## config.mk

```make
export PLATFORM = sky130hd
export DESIGN_NAME = crg_regs
export DESIGN_NICKNAME = d
export VERILOG_FILES = /design/src/crg_regs.v
export VERILOG_INCLUDE_DIRS = /design/src
export SDC_FILE = /design/constraint.sdc
export NUM_CORES = 2
export LEC_CHECK = 0
export BUFFER_PORTS_ARGS = -buffer_cell sky130_fd_sc_hd__buf_2
export CORE_UTILIZATION = 25
export CTS_BUF_LIST = sky130_fd_sc_hd__clkbuf_8
export CTS_CLUSTER_DIAMETER = 80
export CTS_CLUSTER_SIZE = 25
export DETAILED_ROUTE_END_ITERATION = 10
export GPL_TIMING_DRIVEN = 0
export PLACE_DENSITY = 0.36
export SYNTH_ARGS = -nofsm -noshare
export SYNTH_HDL_FRONTEND = slang
export SYNTH_SLANG_ARGS = --single-unit
```

## constraint.sdc

```tcl
create_clock -name sys_clk -period 5.9 [get_ports sys_clk]
set_input_delay 1.18 -clock sys_clk [delete_from_list [all_inputs] [get_ports sys_clk]]
set_output_delay 1.18 -clock sys_clk [all_outputs]
set_load 0.02 [all_outputs]
```

## src/crg_defs.vh

```
`ifndef CRG_DEFS_VH
`define CRG_DEFS_VH

// Register indices; byte address is four times the index
`define CRG_IDX_CHECKSUM 8'h23
`define CRG_IDX_DEV_CTRL 8'h25
`define CRG_IDX_PKT_FMT 8'h26
`define CRG_IDX_STATUS 8'hC0
`define CRG_IDX_MASK 8'hC1

// Covered range of the checksum scan
`define CRG_SCAN_HI 8'hB9
`define CRG_SCAN_LO 8'h25

// Reset values
`define CRG_RST_CHECKSUM 16'h0000
`define CRG_RST_DEV_CTRL 8'h11
`define CRG_RST_PKT_FMT 8'h01

// Checksum engine
`define CRG_POLY 16'h755B
`define CRG_SEED 16'hFFFF

// Device control fields
`define CRG_DC_SELFTEST 7
`define CRG_DC_TERM 4
`define CRG_DC_HALFBIAS 3
`define CRG_DC_REF_BUFFER_POWERDOWN 2
`define CRG_DC_REFSEL 1
`define CRG_DC_ECHO 0
`define CRG_DC_MASK 8'h9F

// Packet format fields
`define CRG_PF_PATTERN 2
`define CRG_PF_SIZE_HI 1
`define CRG_PF_SIZE_LO 0
`define CRG_PF_MASK 8'h07
`define CRG_SIZE_20 2'b00
`define CRG_SIZE_24 2'b01

// Status and mask fields
`define CRG_ST_CFG 0
`define CRG_ST_FUSE 1
`define CRG_ST_MASK 2'b11

`endif

```

## src/crg_regs.v

```verilog
// Functional notes
// - Host writes 16-bit checksum over 0xB9 down to 0x25; resets zero.
// - Checksum is CRC-16 poly 0x755B, seeded with all ones.
// - Device rescans covered range continuously and compares with stored value.
// - Mismatch sets sticky corruption flag, cleared by writing one.
// - Self-test bit during conversions forces both error flags set.
// - Control bit 4 enables LVDS input termination; resets to one.
// - Control bit 3 selects LVDS half-bias output drive; resets zero.
// - Control bit 2 powers down reference buffer; resets zero.
// - Control bit 1 selects external reference, internal powered down.
// - Control bit 0 enables serial clock return echo; resets to one.
// - Pattern bit replaces conversion packets with channel pattern upper bits.
// - Size field 00 gives 20, 01 gives 24, else 32 bits.
// - Packet layout depends on width, oversampling and pattern mode.
//
// The APB register port was left to the implementer.
`include "crg_defs.vh"
`timescale 1ns/1ps
`default_nettype none

module crg_regs #(
  parameter AW = 10
) (
  // Clock and reset
  input wire sys_clk,
  input wire rstn,
  // APB slave
  input wire psel,
  input wire penable,
  input wire pwrite,
  input wire [AW-1:0] paddr,
  input wire [31:0] pwdata,
  output reg [31:0] prdata,
  output reg pready,
  output reg pslverr,
  // Conversion side
  input wire conv_active,
  input wire conv_valid,
  input wire [2:0] conv_channel,
  input wire [23:0] conv_data,
  input wire oversample_active,
  input wire [31:0] channel_fixed_pattern,
  input wire fuse_crc_error,
  // Packet output
  output reg pkt_valid,
  output reg [31:0] pkt_data,
  output reg [5:0] pkt_bits,
  // Analog and pad controls
  output reg lvds_term_en,
  output reg lvds_half_bias,
  output reg ref_buffer_powerdown,
  output reg ref_external_sel,
  output reg ref_internal_en,
  output reg clock_return_echo_en,
  // Interrupt
  output reg irq
);

  localparam ST_SCAN = 2'b01;
  localparam ST_CHECK = 2'b10;

  // Register file
  reg [15:0] checksum_reg;
  reg [7:0] dev_ctrl_reg;
  reg [7:0] pkt_fmt_reg;
  reg [1:0] status_reg;
  reg [1:0] mask_reg;
  reg [7:0] cfg_mem [`CRG_SCAN_LO:`CRG_SCAN_HI];

  // Scan engine
  reg [1:0] state_reg;
  reg [7:0] scan_idx_reg;
  reg [15:0] crc_reg;
  reg [15:0] crc_next;
  reg mismatch;

  // Bus decode
  wire [7:0] idx = paddr[AW-1:2];
  wire access = psel & penable & ~pready;
  wire wr_commit = psel & penable & pready & pwrite;
  wire in_mem = (idx > `CRG_IDX_PKT_FMT) && (idx <= `CRG_SCAN_HI);
  reg mapped;
  reg [31:0] rdata;
  reg [1:0] status_next;

  // One CRC step over a byte, most significant bit first
  function [15:0] crc_byte;
    input [15:0] crc;
    input [7:0] data;
    integer i;
    reg fb;
    begin
      crc_byte = crc;
      for (i = 7; i >= 0; i = i - 1) begin
        fb = crc_byte[15] ^ data[i];
        crc_byte = {crc_byte[14:0], 1'b0} ^ (fb ? `CRG_POLY : 16'h0000);
      end
    end
  endfunction

  // Byte at a covered index
  function [7:0] cover_byte;
    input [7:0] i;
    begin
      if (i == `CRG_IDX_DEV_CTRL) begin
        cover_byte = dev_ctrl_reg;
      end else if (i == `CRG_IDX_PKT_FMT) begin
        cover_byte = pkt_fmt_reg;
      end else begin
        cover_byte = cfg_mem[i];
      end
    end
  endfunction

  // Read mux and address decode
  always @* begin
    mapped = 1'b1;
    rdata = 32'h0000_0000;
    if (in_mem) begin
      rdata = {24'h00_0000, cfg_mem[idx]};
    end else begin
      case (idx)
        `CRG_IDX_CHECKSUM: rdata = {16'h0000, checksum_reg};
        `CRG_IDX_DEV_CTRL: rdata = {24'h00_0000, dev_ctrl_reg};
        `CRG_IDX_PKT_FMT: rdata = {24'h00_0000, pkt_fmt_reg};
        `CRG_IDX_STATUS: rdata = {30'h0000_0000, status_reg};
        `CRG_IDX_MASK: rdata = {30'h0000_0000, mask_reg};
        default: mapped = 1'b0;
      endcase
    end
    if (paddr[1:0] != 2'b00) begin
      mapped = 1'b0;
      rdata = 32'h0000_0000;
    end
  end

  // APB answer one cycle into the access phase
  always @(posedge sys_clk or negedge rstn) begin
    if (!rstn) begin
      pready <= 1'b0;
      pslverr <= 1'b0;
      prdata <= 32'h0000_0000;
    end else begin
      pready <= access;
      pslverr <= access & ~mapped;
      prdata <= (access & ~pwrite) ? rdata : 32'h0000_0000;
    end
  end

  // Host-written registers, reserved bits masked off
  always @(posedge sys_clk or negedge rstn) begin
    if (!rstn) begin
      checksum_reg <= `CRG_RST_CHECKSUM;
      dev_ctrl_reg <= `CRG_RST_DEV_CTRL;
      pkt_fmt_reg <= `CRG_RST_PKT_FMT;
      mask_reg <= 2'b00;
    end else if (wr_commit && mapped) begin
      case (idx)
        `CRG_IDX_CHECKSUM: checksum_reg <= pwdata[15:0];
        `CRG_IDX_DEV_CTRL: dev_ctrl_reg <= pwdata[7:0] & `CRG_DC_MASK;
        `CRG_IDX_PKT_FMT: pkt_fmt_reg <= pwdata[7:0] & `CRG_PF_MASK;
        `CRG_IDX_MASK: mask_reg <= pwdata[1:0] & `CRG_ST_MASK;
        default: mask_reg <= mask_reg;
      endcase
    end
  end

  // Covered configuration bytes held in memory
  always @(posedge sys_clk) begin
    if (wr_commit && mapped && in_mem) begin
      cfg_mem[idx] <= pwdata[7:0];
    end
  end

  // Next CRC value for the byte under the scan pointer
  always @* begin
    crc_next = crc_byte(crc_reg, cover_byte(scan_idx_reg));
    mismatch = (crc_reg ^ {15'h0000, dev_ctrl_reg[`CRG_DC_SELFTEST] & conv_active})
      != checksum_reg;
  end

  // Continuous scan from top of range down, then compare
  always @(posedge sys_clk or negedge rstn) begin
    if (!rstn) begin
      state_reg <= ST_SCAN;
      scan_idx_reg <= `CRG_SCAN_HI;
      crc_reg <= `CRG_SEED;
    end else begin
      case (state_reg)
        ST_SCAN: begin
          crc_reg <= crc_next;
          if (scan_idx_reg == `CRG_SCAN_LO) begin
            state_reg <= ST_CHECK;
          end else begin
            scan_idx_reg <= scan_idx_reg - 8'h01;
          end
        end
        ST_CHECK: begin
          state_reg <= ST_SCAN;
          scan_idx_reg <= `CRG_SCAN_HI;
          crc_reg <= `CRG_SEED;
        end
        default: begin
          state_reg <= ST_SCAN;
          scan_idx_reg <= `CRG_SCAN_HI;
          crc_reg <= `CRG_SEED;
        end
      endcase
    end
  end

  // Sticky flags: set wins over write-one clear
  always @* begin
    status_next = status_reg;
    if (wr_commit && idx == `CRG_IDX_STATUS && paddr[1:0] == 2'b00) begin
      status_next = status_reg & ~pwdata[1:0];
    end
    if (state_reg == ST_CHECK && mismatch) begin
      status_next[`CRG_ST_CFG] = 1'b1;
    end
    if (fuse_crc_error || (dev_ctrl_reg[`CRG_DC_SELFTEST] && conv_active)) begin
      status_next[`CRG_ST_FUSE] = 1'b1;
    end
  end

  // Status and interrupt
  always @(posedge sys_clk or negedge rstn) begin
    if (!rstn) begin
      status_reg <= 2'b00;
      irq <= 1'b0;
    end else begin
      status_reg <= status_next;
      irq <= |(status_next & mask_reg);
    end
  end

  // Pad and analog controls
  always @(posedge sys_clk or negedge rstn) begin
    if (!rstn) begin
      lvds_term_en <= 1'b1;
      lvds_half_bias <= 1'b0;
      ref_buffer_powerdown <= 1'b0;
      ref_external_sel <= 1'b0;
      ref_internal_en <= 1'b1;
      clock_return_echo_en <= 1'b1;
    end else begin
      lvds_term_en <= dev_ctrl_reg[`CRG_DC_TERM];
      lvds_half_bias <= dev_ctrl_reg[`CRG_DC_HALFBIAS];
      ref_buffer_powerdown <= dev_ctrl_reg[`CRG_DC_REF_BUFFER_POWERDOWN];
      ref_external_sel <= dev_ctrl_reg[`CRG_DC_REFSEL];
      ref_internal_en <= ~dev_ctrl_reg[`CRG_DC_REFSEL];
      clock_return_echo_en <= dev_ctrl_reg[`CRG_DC_ECHO];
    end
  end

  // Packet formatting
  wire [1:0] size = pkt_fmt_reg[`CRG_PF_SIZE_HI:`CRG_PF_SIZE_LO];
  wire pat_en = pkt_fmt_reg[`CRG_PF_PATTERN];
  reg [31:0] pkt_word;
  reg [5:0] pkt_width;

  always @* begin
    case (size)
      `CRG_SIZE_20: pkt_width = 6'd20;
      `CRG_SIZE_24: pkt_width = 6'd24;
      default: pkt_width = 6'd32;
    endcase
    case (size)
      `CRG_SIZE_20: begin
        if (pat_en) begin
          pkt_word = {12'h000, channel_fixed_pattern[31:12]};
        end else if (oversample_active) begin
          pkt_word = {12'h000, conv_data[23:4]};
        end else begin
          pkt_word = {12'h000, conv_data[19:0]};
        end
      end
      `CRG_SIZE_24: begin
        if (pat_en) begin
          pkt_word = {8'h00, channel_fixed_pattern[31:8]};
        end else if (oversample_active) begin
          pkt_word = {8'h00, conv_data};
        end else begin
          pkt_word = {8'h00, conv_data[19:0], 1'b0, conv_channel};
        end
      end
      default: begin
        if (pat_en) begin
          pkt_word = channel_fixed_pattern;
        end else if (oversample_active) begin
          pkt_word = {conv_data, 5'h00, conv_channel};
        end else begin
          pkt_word = {conv_data[19:0], 9'h000, conv_channel};
        end
      end
    endcase
  end

  // Registered packet output
  always @(posedge sys_clk or negedge rstn) begin
    if (!rstn) begin
      pkt_valid <= 1'b0;
      pkt_data <= 32'h0000_0000;
      pkt_bits <= 6'd24;
    end else begin
      pkt_valid <= conv_valid;
      pkt_bits <= pkt_width;
      if (conv_valid) begin
        pkt_data <= pkt_word;
      end
    end
  end

endmodule

`default_nettype wire

```

==> flow_summary.yaml <==
die:
  ioPinCount: 190
  fp.dieH_um: 503
  core-area_um2: 249000
  start_util_pct: 25.2
  rows: 183
  die-area_um2: 253000
  die_w_um: 503
grt:
  grt_pass1_vias: 39700
  grt_pass1_wl_mm: 421
  grt_max_degree: 103
  antenna_found_initial: 39
  overflow: 0
  grt_util_all_layers_pct: 25.7
finish:
  syn2layout_area_growth_pct: 14.6
  final_cell_mix: "edfxtp_1, mux4_2, mux2i_1"
  regMostFlops: "cfg_mem"
  layout.nets: 4043
  stdcell_area_um2: 72000
  top_regs: "cfg_mem x1192, pkt_data x32"
  layout-drive-gt1-share_pct: 33.7
  final_common_cell: "edfxtp_1"
  largest_reg_flops: 1192
  fin_util_pct: 28.9
timing:
  timing.slew.headroom_pct: -9.05
  fin_ws_ps: -206
  finalSetupViolCount: 31
  worstMarginPinSlew_ps: 1630
  max_freq_ghz: 0.164
  finClkSkew_ps: 70.0
  period_needed_ps: 6110
  drv_slew: 41
  rsz0062_at_grt: "true"
  fin_crit_sh_pct: 103
  fin_hold_ws_ps: 337
  hold_viol: 0
placed_design:
  place_area_um2: 68600
  hpwl_mm: 230
  io_buffers: 150
  place.gp.congestion: 0.971
setup_path:
  slowest_delay_ps: 630
  crit_start: "cover_byte.i[1]"
  cp.arrival_ps: 7040
  crit_fanout: 10
  critPathCaptureType: "flop"
  path_cells: "buf_2 -> buf_6 -> buf_4 -> buf_4 -> mux4_2 -> mux2i_1 -> nand3_1 -> a31oi_1 -> nor3_1 -> a21oi_2 -> xnor2_2 -> xnor3_1 -> xor2_1 -> mux2i_1"
  crit_cells: 14
  crit_required_ps: 6830
  path_class: "reg2reg"
  crit_buf_inv: 4
  cpMaxStageDelayCell: "a31oi_1"
  critPathLaunchType: "flop"
  r2r_slack_ps: -210
  ff2ff_path_depth: 14
  timing.rr.start: "cover_byte.i[1]"
  cp_top_family: "buffers and inverters"
yosys:
  synth.distinct_cells: 80
  synth_cells: 3579
  yosys_register_bits: 1309
  synth-edff-count: 1192
  synth_area_um2: 62800
  syn_area_per_cell_um2: 17.5
  async_flop_share_pct: 8.94
  ys_seq_area_share_pct: 61.7
  ys_warn_count: 0
  synth_ff_type: "edfxtp_1"
drt:
  drcViolationCount: 0
  antenna_left: 0
  dr_total_vias: 40700
  drt_iter0_drc: 6009
  highest-signal-layer: "met5"
  firstDrtPassIters: 5
  routed_via_density: 5.54
  met1_length_mm: 140
  routed-wl-met3_mm: 26.9
  routedWlPerCell_um: 44.7
  drt-total-wl_mm: 329
  route.met2.wl_mm: 147
clock_tree:
  numCtsBuffers: 104
  clockBufferDepth: 3
  clk_latency_ps: 1030
  h-tree-depth: 3
  cts_sinks: 1309
  clk_pin_slew_ps: 140
  clockRootBuffer: "clkbuf_8"
  cts_tree: "built"
min_path:
  hp-class: "in2reg"
  min-delay-start: "conv_valid"
  worstHoldPathCells: 1
pwr:
  p_leak_uw: 0.0243
  powerDensity_nw_per_um2: 262
  peakVddDrop_mv: 0.215
outcome:
  status: "finished, violations left"
  violations: "max-capacitance violations, max-slew violations, negative setup slack"
run:
  cap_violations: 4
==> Yosys cell counts (33+ instances only) <==
cell type | number | share of area, %
dfrtp_1 | 87 | 3.5
mux2i_1 | 312 | 5.0
nor2_1 | 259 | 1.5
buf_1 | 33 | 0.20
buf_4 | 38 | 0.45
mux2_2 | 60 | 1.1
clkbuf_1 | 129 | 0.77
a21oi_1 | 105 | 0.84
nand3_1 | 47 | 0.37
edfxtp_1 | 1192 | 57
a211oi_1 | 42 | 0.50
o21ai_0 | 45 | 0.36
buf_2 | 55 | 0.44
mux4_2 | 553 | 20
nand2_1 | 124 | 0.74
a22oi_1 | 85 | 1.0
==> path summary, 6_finish.rpt <==
path                                   endpoint
setup / recovery               crc_byte.crc[14]
hold / removal                        pkt_valid
setup reg to reg               crc_byte.crc[14]
hold reg to reg            clock_return_echo_en
max in group asynchronous       dev_ctrl_reg[4]
min in group asynchronous             pkt_valid
==> area by class of cell <==
type | instances | area [µm²]
clock buffer | 104 | 1430
tap | 3330 | 4170
clock inverter | 92 | 1090
multi-input combinational | 1983 | 22900
inverter | 32 | 120
antenna | 7 | 17.5
fill | 25000 | 177000
buffer | 282 | 1770
timing repair buffer | 218 | 1680
sequential | 1309 | 38800
==> routing by layer <==
layer | global-route usage [%] | vias to the layer above
met3 | 5.31 | 442
met4 | 10.0 | 8
li1 | - | 15400
met2 | 39.7 | 2204
met1 | 35.2 | 22600
met5 | 0 | -
==> kinds of logic after synthesis <==
group | Yosys count | synth area share [%]
buf+inv | 320 | 2.71
compound gates | 409 | 4.39
flops | 1309 | 61.7
simple gates | 555 | 3.91
other cells | 1 | 0.00597
fa+ha+maj | 3 | 0.0598
mux | 927 | 25.9
xor+xnor | 55 | 1.26
==> power breakdown <==
part	leakage, µW	switching (µW)	total (µW)	internal [µW]
clock	0.00127	4120	6270	2140
combinational	0.0108	1240	2230	986
sequential	0.0122	89.6	10400	10300
==> per-stage QoR <==
stage	total power [µW]	setup WS (ps)	setup TNS [ps]	instances
global placement	12800	-4390	-3439500	7092
CTS	18900	2.89	0	7347
global route	19300	-66.6	-1260	7353
floorplan	11900	1310	0	3612
detailed placement	12700	-2750	-2311550	7125
finish	18800	-206	-2970	7357
==> repair_timing <==
| action | in CTS | in global routing |
|---|---|---|
| gates resized for setup | 136 | 19 |
| endpoints found under the setup margin | 1210 | 114 |
| gates cloned | 0 | 0 |
| hold buffers | 1 | 0 |
| endpoints found under the hold margin | 24 | 0 |
| buffers inserted | 30 | 2 |
| pin swaps | 23 | 2 |
No activity file was read; power rests on OpenSTA's default activity.
